**src/lgcr_map.svh**
```systemverilog
// register offsets, field positions, reset values and timing counts of the global control block
// Functional notes
// - every channel keeps its own 7-bit amplitude for segment eight.
// - the amplitude is signed magnitude, top bit sign, bit 0 the lsb.
// - eight back-to-back segments together span one master clock period.
// - segment amplitude shapes a channel only while that channel is in arbitrary mode.
// - control bit 7 set selects single rail for all channels, clear dual rail.
// - control bit 6 set sends all ones on any channel losing receive signal.
// - control bit 5 set updates receive data on falling receive clock edge.
// - control bit 4 clear samples transmit data on falling transmit clock edge.
// - control bit 3 set makes transmit and receive data active low.
// - control bit 1 gates interrupt generation for all channels.
// - host holds bit 0 high over 10 us, then the device starts its reset.
// - while bit 0 is high, internal circuits stay reset, registers keep values.
// - timing follows clock select and rate bits; a change retunes the synthesizer. The segment timer here follows the rate bit only.
`ifndef LGCR_MAP_SVH
`define LGCR_MAP_SVH

// register offsets
`define LGCR_SEG8_LOW_NIB 4'hF
`define LGCR_GLC_ADDR 8'h80
`define LGCR_CSS_ADDR 8'h81

// segment amplitude register
`define LGCR_SEG_W 7
`define LGCR_SEG_SIGN 6
`define LGCR_SEG_RESET 7'h00

// global line control fields
`define LGCR_GLC_RAIL 7
`define LGCR_GLC_AUTO1 6
`define LGCR_GLC_RXEDGE 5
`define LGCR_GLC_TXEDGE 4
`define LGCR_GLC_POL 3
`define LGCR_GLC_GIE 1
`define LGCR_GLC_SRST 0
`define LGCR_GLC_WMASK 8'hFB
`define LGCR_GLC_RESET 8'h00

// clock source select fields
`define LGCR_CSS_WMASK 8'h7F
`define LGCR_CSS_RESET 8'h00
`define LGCR_CSS_UPPER 8'hF8
`define LGCR_CSS_LOWER 8'h07
`define LGCR_CSS_SEL_HI 6
`define LGCR_CSS_SEL_LO 4
`define LGCR_CSS_RATE 0

// timing
`define LGCR_CLK_NS 8
`define LGCR_CLK_KHZ 64'd125000
`define LGCR_MCLK_E1_KHZ 64'd2048
`define LGCR_MCLK_T1_KHZ 64'd1544
`define LGCR_SEGS 64'd8
`define LGCR_LAST_SEG 3'h7
`define LGCR_ACC_W 24
`define LGCR_SEG_INC(khz) (((khz) * `LGCR_SEGS * (64'd1 << `LGCR_ACC_W)) / `LGCR_CLK_KHZ)
`define LGCR_SRST_NS 10000
`define LGCR_SRST_CYC ((`LGCR_SRST_NS + `LGCR_CLK_NS - 1) / `LGCR_CLK_NS)
`define LGCR_SRST_CNT_W 12

`endif

```
**src/lgcr_pkg.sv**
```systemverilog
// types shared by the global control block
package lgcr_pkg;
    typedef enum logic [1:0] {
        LGCR_SRST_IDLE,
        LGCR_SRST_ARM,
        LGCR_SRST_HOLD
    } lgcr_srst_t;
endpackage

```
**src/lgcr_top.sv**
```systemverilog
// global control registers, segment-eight amplitudes and master clock timing
`timescale 1ns/100ps
`include "lgcr_map.svh"
module lgcr_top
    import lgcr_pkg::*;
#(
    parameter int NCH = 8
) (
    // clock and reset
    input wire logic clk,
    input wire logic resetn,
    // parallel host port
    input wire logic cs_n,
    input wire logic rd_n,
    input wire logic wr_n,
    input wire logic [7:0] addr,
    input wire logic [7:0] data_in,
    output logic [7:0] data_out,
    output logic data_oe,
    // per-channel line status
    input wire logic [NCH-1:0] arb_mode_ch,
    input wire logic [NCH-1:0] rx_signal_loss,
    input wire logic [NCH-1:0] ch_irq_req,
    // pulse shaper timing and amplitude
    output logic seg_tick,
    output logic [2:0] seg_index,
    output logic mclk_tick,
    output logic [NCH-1:0] seg8_active,
    output logic [NCH*`LGCR_SEG_W-1:0] seg8_amp,
    // global line configuration
    output logic rail_mode_select,
    output logic auto_ones_on_signal_loss,
    output logic rx_output_edge_select,
    output logic tx_sample_edge_select,
    output logic data_polarity_select,
    output logic [NCH-1:0] tx_all_ones,
    output logic irq,
    output logic core_reset_n,
    // clock synthesizer control
    output logic [2:0] clock_select_bits,
    output logic master_clock_rate_bit,
    output logic pll_retune,
    output logic clk_sel_both_changed
);
    localparam int SW = `LGCR_SEG_W;
    localparam logic [`LGCR_ACC_W-1:0] INC_E1 = `LGCR_ACC_W'(`LGCR_SEG_INC(`LGCR_MCLK_E1_KHZ));
    localparam logic [`LGCR_ACC_W-1:0] INC_T1 = `LGCR_ACC_W'(`LGCR_SEG_INC(`LGCR_MCLK_T1_KHZ));
    localparam logic [`LGCR_SRST_CNT_W-1:0] SRST_CYC = `LGCR_SRST_CNT_W'(`LGCR_SRST_CYC);

    // signed magnitude to two's complement
    function automatic logic [SW-1:0] sm_to_tc(input logic [SW-1:0] v);
        logic [SW-1:0] mag;
        mag = {1'b0, v[SW-2:0]};
        sm_to_tc = v[`LGCR_SEG_SIGN] ? SW'(-mag) : mag;
    endfunction

    // host strobes
    logic wr_act_q;
    logic [7:0] addr_q;
    wire wr_act = !cs_n && !wr_n;
    wire rd_act = !cs_n && !rd_n;
    wire wr_go = wr_act && !wr_act_q;

    // address decode
    wire hit_seg8 = !addr[7] && (addr[3:0] == `LGCR_SEG8_LOW_NIB);
    wire hit_glc = (addr == `LGCR_GLC_ADDR);
    wire hit_css = (addr == `LGCR_CSS_ADDR);
    wire q_seg8 = !addr_q[7] && (addr_q[3:0] == `LGCR_SEG8_LOW_NIB);
    wire q_glc = (addr_q == `LGCR_GLC_ADDR);
    wire q_css = (addr_q == `LGCR_CSS_ADDR);

    // registers
    logic [7:0] glc_r;
    logic [7:0] css_r;
    logic [SW-1:0] seg_rd;
    logic [NCH*SW-1:0] seg_all;

    wire seg_we = wr_go && hit_seg8;
    wire glc_we = wr_go && hit_glc;
    wire css_we = wr_go && hit_css;
    wire [7:0] glc_nxt = data_in & `LGCR_GLC_WMASK;
    wire [7:0] css_nxt = data_in & `LGCR_CSS_WMASK;
    wire [7:0] css_diff = css_nxt ^ css_r;
    wire freq_change = css_we &&
        ((css_diff[`LGCR_CSS_SEL_HI:`LGCR_CSS_SEL_LO] != 3'h0) ||
         css_diff[`LGCR_CSS_RATE]);
    // host should split the halves into two writes; flag it when not
    wire both_halves = css_we && ((css_diff & `LGCR_CSS_UPPER) != 8'h00) &&
        ((css_diff & `LGCR_CSS_LOWER) != 8'h00);

    lgcr_seg_mem #(
        .WORDS(NCH),
        .WIDTH(SW),
        .AW(3)
    ) u_seg_mem (
        .clk(clk),
        .resetn(resetn),
        .wr_en(seg_we),
        .wr_addr(addr[6:4]),
        .wr_data(data_in[SW-1:0]),
        .rd_addr(addr[6:4]),
        .rd_data(seg_rd),
        .all_data(seg_all)
    );

    always_ff @(posedge clk or negedge resetn) begin
        if (!resetn) begin
            wr_act_q <= 1'b0;
            addr_q <= 8'h00;
        end else begin
            wr_act_q <= wr_act;
            addr_q <= addr;
        end
    end

    // control registers stay untouched by the soft reset
    always_ff @(posedge clk or negedge resetn) begin
        if (!resetn) begin
            glc_r <= `LGCR_GLC_RESET;
        end else if (glc_we) begin
            glc_r <= glc_nxt;
        end
    end

    always_ff @(posedge clk or negedge resetn) begin
        if (!resetn) begin
            css_r <= `LGCR_CSS_RESET;
        end else if (css_we) begin
            css_r <= css_nxt;
        end
    end

    // read path, aligned with the registered memory read
    wire [7:0] rd_mux = q_seg8 ? {1'b0, seg_rd} :
                        q_glc ? glc_r :
                        q_css ? css_r : 8'h00;

    always_ff @(posedge clk or negedge resetn) begin
        if (!resetn) begin
            data_out <= 8'h00;
        end else if (rd_act) begin
            data_out <= rd_mux;
        end
    end

    assign data_oe = rd_act;

    // soft reset: armed by the bit, asserted once held past the minimum time
    lgcr_srst_t srst_state_r;
    lgcr_srst_t srst_state_nxt;
    logic [`LGCR_SRST_CNT_W-1:0] srst_cnt_r;
    logic [`LGCR_SRST_CNT_W-1:0] srst_cnt_nxt;
    wire srst_bit = glc_r[`LGCR_GLC_SRST];

    always_comb begin
        srst_state_nxt = srst_state_r;
        srst_cnt_nxt = srst_cnt_r;
        case (srst_state_r)
            LGCR_SRST_IDLE: begin
                srst_cnt_nxt = '0;
                if (srst_bit) begin
                    srst_state_nxt = LGCR_SRST_ARM;
                end
            end
            LGCR_SRST_ARM: begin
                if (!srst_bit) begin
                    srst_state_nxt = LGCR_SRST_IDLE;
                end else if (srst_cnt_r == SRST_CYC) begin
                    srst_state_nxt = LGCR_SRST_HOLD;
                end else begin
                    srst_cnt_nxt = srst_cnt_r + 1'b1;
                end
            end
            LGCR_SRST_HOLD: begin
                if (!srst_bit) begin
                    srst_state_nxt = LGCR_SRST_IDLE;
                end
            end
            default: begin
                srst_state_nxt = LGCR_SRST_IDLE;
            end
        endcase
    end

    always_ff @(posedge clk or negedge resetn) begin
        if (!resetn) begin
            srst_state_r <= LGCR_SRST_IDLE;
            srst_cnt_r <= '0;
        end else begin
            srst_state_r <= srst_state_nxt;
            srst_cnt_r <= srst_cnt_nxt;
        end
    end

    wire core_hold = (srst_state_r == LGCR_SRST_HOLD);

    always_ff @(posedge clk or negedge resetn) begin
        if (!resetn) begin
            core_reset_n <= 1'b0;
        end else begin
            core_reset_n <= !core_hold;
        end
    end

    // segment timer: eight ticks per master clock period
    logic [`LGCR_ACC_W-1:0] acc_r;
    logic [2:0] seg_idx_r;
    wire [`LGCR_ACC_W-1:0] seg_inc = css_r[`LGCR_CSS_RATE] ? INC_T1 : INC_E1;
    wire [`LGCR_ACC_W:0] acc_sum = {1'b0, acc_r} + {1'b0, seg_inc};
    wire acc_carry = acc_sum[`LGCR_ACC_W];
    wire timer_clear = core_hold || freq_change;

    always_ff @(posedge clk or negedge resetn) begin
        if (!resetn) begin
            acc_r <= '0;
            seg_idx_r <= 3'h0;
        end else if (timer_clear) begin
            acc_r <= '0;
            seg_idx_r <= 3'h0;
        end else begin
            acc_r <= acc_sum[`LGCR_ACC_W-1:0];
            if (acc_carry) begin
                seg_idx_r <= seg_idx_r + 3'h1;
            end
        end
    end

    always_ff @(posedge clk or negedge resetn) begin
        if (!resetn) begin
            seg_tick <= 1'b0;
            mclk_tick <= 1'b0;
        end else begin
            seg_tick <= acc_carry && !timer_clear;
            mclk_tick <= acc_carry && !timer_clear && (seg_idx_r == `LGCR_LAST_SEG);
        end
    end

    assign seg_index = seg_idx_r;

    // retune and split-write indications
    always_ff @(posedge clk or negedge resetn) begin
        if (!resetn) begin
            pll_retune <= 1'b0;
            clk_sel_both_changed <= 1'b0;
        end else begin
            pll_retune <= freq_change;
            clk_sel_both_changed <= both_halves;
        end
    end

    assign clock_select_bits = css_r[`LGCR_CSS_SEL_HI:`LGCR_CSS_SEL_LO];
    assign master_clock_rate_bit = css_r[`LGCR_CSS_RATE];

    // global line configuration
    assign rail_mode_select = glc_r[`LGCR_GLC_RAIL];
    assign auto_ones_on_signal_loss = glc_r[`LGCR_GLC_AUTO1];
    assign rx_output_edge_select = glc_r[`LGCR_GLC_RXEDGE];
    assign tx_sample_edge_select = glc_r[`LGCR_GLC_TXEDGE];
    assign data_polarity_select = glc_r[`LGCR_GLC_POL];

    wire irq_any = glc_r[`LGCR_GLC_GIE] && (|ch_irq_req) && !core_hold;

    always_ff @(posedge clk or negedge resetn) begin
        if (!resetn) begin
            irq <= 1'b0;
        end else begin
            irq <= irq_any;
        end
    end

    // per-channel shaping and all-ones substitution
    wire in_last_seg = (seg_idx_r == `LGCR_LAST_SEG) && !core_hold;

    genvar gc;
    generate
        for (gc = 0; gc < NCH; gc++) begin : g_ch
            wire shape_on = in_last_seg && arb_mode_ch[gc];
            wire ones_on = glc_r[`LGCR_GLC_AUTO1] && rx_signal_loss[gc] && !core_hold;
            always_ff @(posedge clk or negedge resetn) begin
                if (!resetn) begin
                    seg8_active[gc] <= 1'b0;
                    seg8_amp[gc*SW +: SW] <= '0;
                    tx_all_ones[gc] <= 1'b0;
                end else begin
                    seg8_active[gc] <= shape_on;
                    seg8_amp[gc*SW +: SW] <= shape_on ?
                        sm_to_tc(seg_all[gc*SW +: SW]) : '0;
                    tx_all_ones[gc] <= ones_on;
                end
            end
        end
    endgenerate
endmodule

```
**src/lgcr_seg_mem.sv**
```systemverilog
// per-channel store of segment-eight amplitudes with registered host read
`timescale 1ns/100ps
module lgcr_seg_mem #(
    parameter int WORDS = 8,
    parameter int WIDTH = 7,
    parameter int AW = 3
) (
    // clock and reset
    input wire logic clk,
    input wire logic resetn,
    // write port
    input wire logic wr_en,
    input wire logic [AW-1:0] wr_addr,
    input wire logic [WIDTH-1:0] wr_data,
    // read port
    input wire logic [AW-1:0] rd_addr,
    output logic [WIDTH-1:0] rd_data,
    // every word at once for the shaper
    output logic [WORDS*WIDTH-1:0] all_data
);
    logic [WIDTH-1:0] word_r [WORDS];

    genvar gi;
    generate
        for (gi = 0; gi < WORDS; gi++) begin : g_word
            wire word_we = wr_en && (wr_addr == AW'(gi));
            always_ff @(posedge clk or negedge resetn) begin
                if (!resetn) begin
                    word_r[gi] <= '0;
                end else if (word_we) begin
                    word_r[gi] <= wr_data;
                end
            end
            assign all_data[gi*WIDTH +: WIDTH] = word_r[gi];
        end
    endgenerate

    always_ff @(posedge clk or negedge resetn) begin
        if (!resetn) begin
            rd_data <= '0;
        end else begin
            rd_data <= word_r[rd_addr];
        end
    end
endmodule

```
**config.mk**
```make
export PLATFORM = sky130hd
export DESIGN_NAME = lgcr_top
export DESIGN_NICKNAME = d
export VERILOG_FILES = /design/src/lgcr_pkg.sv /design/src/lgcr_top.sv /design/src/lgcr_seg_mem.sv
export VERILOG_INCLUDE_DIRS = /design/src
export SDC_FILE = /design/constraint.sdc
export NUM_CORES = 1
export LEC_CHECK = 0
export ABC_AREA = 0
export CORE_MARGIN = 1.5
export CORE_UTILIZATION = 58
export CTS_CLUSTER_SIZE = 30
export DETAILED_ROUTE_END_ITERATION = 10
export DONT_BUFFER_PORTS = 1
export HOLD_SLACK_MARGIN = 0.03
export PLACE_DENSITY = 0.79
export SLEW_MARGIN = 20
export SYNTH_ARGS = -nofsm -noshare
export SYNTH_HDL_FRONTEND = slang
export SYNTH_SLANG_ARGS = --single-unit
```
**constraint.sdc**
```tcl
create_clock -name clk -period 2.6 [get_ports clk]
set_input_delay 0.26 -clock clk [delete_from_list [all_inputs] [get_ports clk]]
set_output_delay 0.26 -clock clk [all_outputs]
set_load 0.03 [all_outputs]
```
# Yosys cells after proc, flatten, opt, wreduce, memory -nomap -nowiden
# Cells that the tools add are included.
dict set report op_classes {
  n_reduce_logical 68
  n_bitwise 2
  addsub 11
  magnitude_cmp 1
  muxes 34
  eq_ne 22
}
# op count
set ops {}
lappend ops {{7-bit 2-to-1 mux} 19}
lappend ops {{6-bit negation with 7-bit output} 8}
lappend ops {{1-bit logical AND} 48}
lappend ops {{8-bit equality test, second input constant} 4}
lappend ops {{24-bit by 22-bit adder with 25-bit output} 1}
lappend ops {{12-bit 2-to-1 mux} 2}
lappend ops {{24-bit 2-to-1 mux} 1}
lappend ops {{12-bit one-hot mux with 2 select lines} 1}
lappend ops {{22-bit 2-to-1 mux} 1}
lappend ops {{7-bit binary-select mux with 3-bit select} 1}
lappend ops {{8-bit 2-to-1 mux} 2}
lappend ops {{8-bit nonzero test} 2}
lappend ops {{3-bit equality test, second input constant} 5}
lappend ops {{12-bit by 1-bit adder with 12-bit output, second input constant} 1}
lappend ops {{12-bit by 11-bit equality test with 1-bit output, second input constant} 1}
lappend ops {{4-bit equality test, second input constant} 2}
lappend ops {{1-bit zero test} 8}
lappend ops {{2-bit 2-to-1 mux} 4}
lappend ops {{2-bit inequality test, second input constant} 4}
lappend ops {{8-bit OR reduction} 1}
lappend ops {{7-bit XOR} 1}
lappend ops {{3-bit by 2-bit equality test with 1-bit output, second input constant} 2}
lappend ops {{3-bit 2-to-1 mux} 2}
lappend ops {{2-bit one-hot mux with 3 select lines} 1}
lappend ops {{13 further kinds} 16}
dict set report word_totals {
  in_bits 45
  output_inout_bits 99
  reg_bits 213
  word_cells 186
}

# Longest topological paths before layout
# Gate-level depths: netlist (run 1).
dict set report depth {
  ltp_word 9
  mapped_depth 8
  ltp_nobuf 8
}

# Hierarchy
# From an unflattened synthesis (run 1), not the netlist that was laid out.
dict set report unflattened {
  hier_cells 843
  area_unflattened_um2 9918.3
}
# module seq_area_each_um2 cells_each instances area_each_um2
set by_module_without_submodules {}
lappend by_module_without_submodules {lgcr_top 3753.6 684 1 7108.1}
lappend by_module_without_submodules {lgcr_seg_mem 1576.5 159 1 2810.2}

# Worst setup path before layout (run 1)
# OpenSTA, ideal clock, no wires.
dict set report synth_timing {
  path_kind {register -> register}
  startpoint {register css_r[0]}
  endpoint {register mclk_tick}
  required_time_ns 2.481
  stages_incl_launch_ff 9
  period_less_slack_ns 2.696
  path_slack_ns -0.096
  setup_time_ns 0.119
  t_arrival_ns 2.577
  n_path_buf 0
  cell_sequence {dfrtp_1 inv_1 ha_1 a31o_2 a21o_1 o31a_1 a211oi_2 nor3_2 and2_1}
}
dict set report synth_between {
  elab_chain_len 7
  word_cells_on_any_way 9
  cone_classes {1 x add/sub; 1 x mux; 1 x bitwise; 6 x reduce/logical}
}
# element line_no
set synth_lines {}
lappend synth_lines {{start, declared} lgcr_top.sv:74} ;# logic [7:0] css_r;
lappend synth_lines {{start signal, assigned} lgcr_top.sv:127} ;# css_r <= `LGCR_CSS_RESET;
lappend synth_lines {{start signal, assigned} lgcr_top.sv:129} ;# css_r <= css_nxt;
lappend synth_lines {{parallel branches: the longest is 5 deep, another holds 24-bit by 22-bit adder with 25-bit output} n/a}
lappend synth_lines {{1-bit logical AND * (2 in a row)} lgcr_top.sv:234} ;# mclk_tick <= acc_carry && !timer_clear && (seg_idx_r == `LGCR_LAST_SEG);
lappend synth_lines {{end signal, assigned} lgcr_top.sv:234}
lappend synth_lines {{end, declared} lgcr_top.sv:27} ;# output logic mclk_tick,
# Every way passes the cells marked *.
# A chain may end at the register's enable or synchronous reset.

# Worst setup path in the final report (run 1)
# Ends and elaborated chain as after synthesis.

==> results.json, run 1 <==
{
  "status": "complete, but fails checks",
  "setup_ws_ns": 0.0872,
  "crit_type": "flip-flop to flip-flop",
  "fillers": 1213,
  "avgViaCountPerCell": 5.93,
  "dp_hpwl_um": 14600,
  "dp_slack_ns": 0.0425,
  "finalCriticalPeriod_ns": 2.51,
  "synth_edf_count": 0,
  "critPathLaunchType": "flip-flop",
  "drtPass1Iterations": 4,
  "grt_pass1_vias": 6707,
  "num_vias": 6583,
  "postSynthCellCount": 835,
  "clock_sinks": 213,
  "antenna_left": 0,
  "drv_slew": 0,
  "ys_ff_latch": 213,
  "cp-startpoint": "css_r[0]$_DFFE_PN0P_",
  "clockBufferDepth": 3,
  "cp.required_ns": 2.99,
  "cts-root-buf": "clkbuf_16",
  "grt_first_pass_wirelength_um": 36700,
  "hold_slack_ns": -0.540,
  "antenna_found_initial": 0,
  "avgSynthCellArea_um2": 11.7,
  "syn_nets": 905,
  "ys_warn_count": 0,
  "die_w_um": 133,
  "drive_gt1_share_pct": 17.2,
  "slew_headroom_pct": 50.0,
  "coreArea_mm2": 0.0165,
  "synth.distinct_cells": 69,
  "nets": 948,
  "critPathCaptureType": "flip-flop",
  "placed_cells": 1035,
  "num_rows": 47,
  "ys_async_sr_fraction_pct": 100,
  "wirelength_um": 22800,
  "grt_max_degree": 214,
  "yosysSeqAreaShare_pct": 54.8,
  "cts_buffers": 22,
  "total_leakage_power_nw": 5.17,
  "r2r_end": "mclk_tick$_DFF_PN0_",
  "drt_iter0_drc": 380,
  "ctsHoldBuffers": 36,
  "powerDensity_mw_per_mm2": 807,
  "crit_arrival_ns": 2.90,
  "synthFlopType": "dfrtp_1",
  "hold_viol": 213,
  "r2r_cells": 9,
  "setup_violations": 0,
  "die_h_um": 133,
  "tns_ns": 0,
  "n_antenna_cell": 0,
  "gr-usage-all-layers_pct": 26.7,
  "gp_congestion": 0.950,
  "violations": "negative hold slack",
  "syn2layout_area_growth_pct": 14.4,
  "vdd_drop_max_v": 0.000632,
  "clk_latency_ns": 0.50,
  "fin_crit_sh_pct": 96.6,
  "pin_count": 144,
  "r2r_start": "css_r[0]$_DFFE_PN0P_",
  "skew_ns": 0.00801,
  "clkTransAtPathRegs_ns": 0.06,
  "cts_max_level": 1,
  "drc": 0,
  "port-buffer-count": 0,
  "cts_tree": "done",
  "netlist_area_mm2": 0.00973,
  "wl_per_cell_um": 20.5,
  "cp_max_fo": 6,
  "fmax_mhz": 398,
  "reg2reg_setup_slack_ns": 0.09,
  "final_cells": 1111,
  "die_area_mm2": 0.0176,
  "holdCritPathClass": "primary input to asynchronous set/reset pin",
  "start_util_pct": 59.1,
  "worst_pin_slew_ns": 0.750,
  "critPathCapture": "mclk_tick$_DFF_PN0_",
  "cap_violations": 0,
  "grt_overflow": 0
}
[final cells by class]
cell class	instances	area [µm²]	area share [%]
Multi-Input combinational cell	559	4200	37.7
Clock buffer	32	659	5.92
Timing Repair Buffer	50	465	4.18
Clock inverter	5	77.6	0.697
Tap cell	220	275	2.47
Inverter	32	124	1.11
Sequential cell	213	5330	47.9
[state kept, by name (all words and copies together), names as in the netlist, 2 cells and up]
| name | flops |
|---|---|
| acc_r | 24 |
| addr_q | 8 |
| css_r | 7 |
| data_out | 8 |
| glc_r | 7 |
| seg8_active | 8 |
| seg8_amp | 56 |
| seg_index | 3 |
| srst_cnt_r | 12 |
| srst_state_r | 2 |
| tx_all_ones | 8 |
| u_seg_mem.all_data | 56 |
| u_seg_mem.rd_data | 7 |
[how the worst min path moves through the flow]
| stage | startpoint | endpoint | slack, ns | cells past startpoint |
|---|---|---|---|---|
| floorplan | resetn | acc_r[0]$_DFF_PN0_ | -0.04 | 0 |
| CTS | resetn | seg8_amp[0]$_DFF_PN0_ | -0.55 | 0 |
| global placement | resetn | seg8_amp[1]$_DFF_PN0_ | -0.02 | 0 |
| global route | resetn | acc_r[19]$_DFF_PN0_ | -0.57 | 0 |
| detailed placement | resetn | seg8_amp[1]$_DFF_PN0_ | -0.03 | 0 |
| finish | resetn | acc_r[9]$_DFF_PN0_ | -0.54 | 0 |
[worst max-delay path: stages, from the launching register on]
cell and delay (ns):
dfrtp_2 0.39, clkinvlp_4 0.15, buf_4 0.19, ha_4 0.26, a31o_2 0.23, a21o_1 0.21, o31a_1 0.38, a211oi_4 0.34
nor3_2 0.08, and2_1 0.17
[cell families after synthesis]
| family | synth area share [%] |
|---|---|
| mux | 11.6 |
| simple gates | 14.1 |
| flops | 54.8 |
| buf+inv | 2.74 |
| compound gates | 8.07 |
| fa+ha+maj | 3.29 |
| xor+xnor | 5.49 |
[cells in the final DEF (no fill, tap or decap), drive strengths merged, types with 8 or more instances in the layout]
master / count
dfrtp: 213
nor2: 104
nand2: 66
mux2: 65
xor2: 39
dlygate4sd3: 36
clkbuf: 32
inv: 31
o21ai: 30
ha: 24
a21oi: 23
xnor2: 22
or3: 15
mux4: 14
nor2b: 14
buf: 14
and3: 13
nor3: 10
o31ai: 9
mux2i: 8
nand3: 8
o311a: 8
[report_power, final]
group | internal [mW] | total [mW] | switching, mW | leakage (nW)
clock | 1.95 | 3.20 | 1.26 | 0.360
combinational | 0.828 | 1.84 | 1.01 | 1.99
sequential | 3.61 | 3.94 | 0.329 | 2.81
[synth_stat cells, types with 7 or more instances]
library cell	instances	area share [%]
mux2_2	65	7.5
mux2i_1	8	0.82
dfrtp_1	213	55
xnor2_1	22	2.0
xor2_1	39	3.5
a31oi_1	7	0.45
ha_1	24	3.1
a21oi_1	23	1.2
nand2_1	65	2.5
a22oi_1	7	0.54
nor2_1	102	3.9
or3_1	14	0.90
clkbuf_1	22	0.85
and3_1	13	0.84
o21ai_0	29	1.5
o31ai_1	9	0.69
inv_1	32	1.2
nand3_1	8	0.41
nor3_1	8	0.41
mux4_2	14	3.2
o311a_1	8	0.82
nor2b_1	14	0.90
[repair_timing]
item | CTS | global route
buffers inserted | 0 | 3
hold endpoints to repair | 345 | 213
setup endpoints to repair | 0 | 7
resized for setup | 0 | 7
[per-stage QoR]
step | instance area (µm²) | total power, mW | utilization, %
4_1_cts | 11000 | 8.88 | 67.1
3_3_place_gp | 9950 | 5.55 | 60.4
5_1_grt | 11100 | 9.42 | 67.6
2_1_floorplan | 9730 | 5.25 | -
6_report | 11100 | 8.98 | 67.6
3_5_place_dp | 9950 | 5.62 | 60.4
[layer usage]
layer / vias to the layer above / global-route usage (%) / share of wire, %
li1: 2999 / - / -
met1: 3333 / 34.2 / 41
met2: 206 / 45.0 / 50
met3: 45 / 6.17 / 6.1
met4: 0 / 9.58 / 3.2
met5: - / 0 / 0
Power figures use the tool's default switching activity.
==> inputs of run 2 (changes only) <==
--- a/config.mk
+++ b/config.mk
@@ -6,13 +6,14 @@
 export SDC_FILE = /design/constraint.sdc
 export NUM_CORES = 1
 export LEC_CHECK = 0
-export ABC_AREA = 0
+export ABC_AREA = 1
 export CORE_MARGIN = 1.5
 export CORE_UTILIZATION = 58
 export CTS_CLUSTER_SIZE = 30
 export DETAILED_ROUTE_END_ITERATION = 10
 export DONT_BUFFER_PORTS = 1
 export HOLD_SLACK_MARGIN = 0.03
+export MAX_ROUTING_LAYER = met4
 export PLACE_DENSITY = 0.79
 export SLEW_MARGIN = 20
 export SYNTH_ARGS = -nofsm -noshare
==> run 2 against run 1 <==
Compared with the run above: the run still ends with negative hold slack left; critical path type unchanged; register-to-register slack gained 0.37 ns; setup slack better by 0.37 ns; hold slack got worse by 0.010 ns; utilization fell by 0.40 points; fmax is 17% higher; sequential share of layout area decreased by 2.0 points; via count rose by 30%; area after synthesis rose by 5.8%; total power up 2.1%; combinational power fell by 4%; critical path depth increased by 2; synthesized cell count is 50% higher; highest routed layer unchanged.
==> results.json, run 2 <==
{
  "status": "complete, but fails checks",
  "violations": "negative hold slack",
  "crit_type": "flip-flop to flip-flop",
  "drtPass1Iterations": 5,
  "port-buffer-count": 0,
  "drive_gt1_share_pct": 5.67,
  "clock_sinks": 213,
  "hold_slack_ns": -0.551,
  "multiInputGateArea_mm2": 0.00428,
  "cpPeakStageDelay_ns": 0.37,
  "rsz0062_at_grt": "no",
  "final_cells": 1531,
  "cts_resized": 0,
  "crit_path_frequent_cell": "nand2_1",
  "worst_pin_slew_ns": 0.640,
  "gr-usage-all-layers_pct": 29.6,
  "setup_violations": 0,
  "wirelength_um": 26000,
  "drc": 0,
  "drt_iter0_drc": 756,
  "syn_nets": 1326,
  "coreArea_mm2": 0.0173,
  "cp_num_buf_inv": 2,
  "netlist_area_mm2": 0.0103,
  "total_leakage_power_nw": 5.51,
  "clk_latency_ns": 0.51,
  "use_met2_pct": 47.4,
  "grt_overflow": 0,
  "synth.distinct_cells": 43,
  "met1_usage_pct": 37.8,
  "die_area_mm2": 0.0186,
  "vdd_drop_max_v": 0.000596,
  "synthTopCellsByArea": "dfrtp_1 52%, nand2_1 12%, inv_1 5.3%",
  "antenna_left": 0,
  "placed_cells": 1464,
  "cp_max_fo": 10,
  "cts_tree": "done",
  "slew_headroom_pct": 57.3,
  "cap_violations": 0,
  "cts_buffers": 23,
  "top_usage_layer": "met2",
  "post-synth-top-count-cell": "nand2_1",
  "nets": 1361,
  "avgSynthCellArea_um2": 8.20,
  "final_cell_mix": "316 x nand2_1, 213 x dfrtp_1, 146 x inv_1",
  "yosysSeqAreaShare_pct": 51.7,
  "seqCellArea_mm2": 0.00533,
  "num_vias": 8543,
  "tns_ns": 0,
  "critPathCaptureType": "flip-flop",
  "critPathLaunchType": "flip-flop",
  "wl_per_cell_um": 17.0,
  "postSynthCellCount": 1256,
  "start_util_pct": 59.5,
  "fillers": 1417,
  "drv_slew": 0,
  "die_w_um": 136,
  "avgViaCountPerCell": 5.58,
  "crit_arrival_ns": 2.57,
  "antenna_found_initial": 0,
  "gp_congestion": 0.892,
  "holdCritPathClass": "primary input to asynchronous set/reset pin",
  "hold_viol": 213,
  "grt_first_pass_wirelength_um": 41500,
  "synth_top_cell_by_area": "dfrtp_1",
  "n_antenna_cell": 0,
  "ys_ff_latch": 213,
  "ys_async_sr_fraction_pct": 100,
  "powerDensity_mw_per_mm2": 789,
  "cp_top_family": "simple AND/OR/NAND/NOR gates",
  "clkTransAtPathRegs_ns": 0.06,
  "grt_max_degree": 214,
  "totalPowerFinal_mw": 9.17,
  "cp.required_ns": 3.03,
  "finalCriticalPeriod_ns": 2.14,
  "utilization_pct": 67.2,
  "grtUsageMet3_pct": 5.22,
  "grt_pass1_vias": 8315,
  "fmax_mhz": 466,
  "pin_count": 144,
  "synth.top_cell.area_share_pct": 51.7,
  "final_common_cell": "nand2_1",
  "dp_hpwl_um": 18300,
  "skew_ns": 0.0221,
  "num_rows": 48,
  "cp_slowest_cell": "dfrtp_1",
  "path_cells": "inv_1, ha_1, nand3_1, nand3_1, nand2_1, nand2_1, nand2_1, inv_1, nor2_1, nand3_1, nand2_1",
  "syn2layout_area_growth_pct": 12.9,
  "synth_edf_count": 0,
  "ys_warn_count": 0,
  "synthTopCellsByCount": "316 x nand2_1, 213 x dfrtp_1, 146 x inv_1",
  "synthFlopType": "dfrtp_1",
  "cts_setup_buffers": 0,
  "fin_crit_sh_pct": 82.5,
  "die_h_um": 136,
  "cts_max_level": 1,
  "ctsHoldBuffers": 27,
  "clockBufferDepth": 3,
  "cts-root-buf": "clkbuf_16"
}
-- run 2: cell types whose count changed after synthesis, moves of 11 or more --
cell	previous run	this run
nand2_1	65	316
inv_1	32	146
nand3_1	8	88
o21ai_0	29	103
mux2_2	65	0
a21oi_1	23	57
nor3_1	8	39
xor2_1	39	8
nor2_1	102	125
mux4_2	14	0
nor2b_1	14	0
o22ai_1	1	15
or3_1	14	0
and3_1	13	2
-- run 2: metal layers --
metal,share of wire [%],wire [µm],vias to the layer above
met1,42,10900,4012
met2,48,12400,304
met3,7.1,1850,62
met5,0,0,-
met4,3.3,856,0
li1,-,-,4165
-- run 2: cells by family (layout without fill, tap and decap cells) --
| group | count (synthesis) | after routing | synth area share [%] |
|---|---|---|---|
| adders and majority gates | 25 | 25 | 3.11 |
| xor gates and xnor gates | 24 | 24 | 2.04 |
| buffers and inverters | 176 | 226 | 6.75 |
| AOI/OAI and AO/OA | 207 | 207 | 11.1 |
| DFF | 213 | 213 | 51.7 |
| and+or+nand+nor | 611 | 611 | 25.2 |
-- run 2: worst paths after layout --
check | start | endpoint | slack, ns | cells past startpoint
hold / removal | resetn | srst_cnt_r[6]$_DFFE_PN0P_ | -0.55 | 0
hold reg to reg | u_seg_mem.all_data[24]$_DFFE_PN0P_ | seg8_amp[24]$_DFF_PN0_ | 0.50 | 1
setup / recovery | css_r[0]$_DFFE_PN0P_ | seg_index[2]$_DFFE_PN0P_ | 0.46 | 11
setup reg to reg | css_r[0]$_DFFE_PN0P_ | seg_index[2]$_DFFE_PN0P_ | 0.46 | 11
max in group asynchronous | resetn | acc_r[14]$_DFF_PN0_ | 2.76 | 0
min in group clk | arb_mode_ch[4] | seg8_active[4]$_DFF_PN0_ | 0.04 | 2
-- run 2: area by class of cell --
class,count,area share [%]
well taps,225,2.42
flip-flops and latches,213,45.9
inverters,150,4.87
clock inverters,14,1.82
multi-input cells,867,36.8
clock buffers,26,5.31
repair buffers,36,2.91
-- run 2: power breakdown --
part,switching (mW),leakage [nW],internal (mW)
Sequential,0.328,2.87,3.59
Clock,1.30,0.393,2.20
Combinational,1.10,2.25,0.655
-- run 2: metrics by stage --
step	cell area [µm²]	setup WS, ns
after global placement	10500	0.511
after global routing	11600	0.253
final	11600	0.455
after floorplan	10300	0.381
after detailed placement	10500	0.487
after CTS	11600	0.456
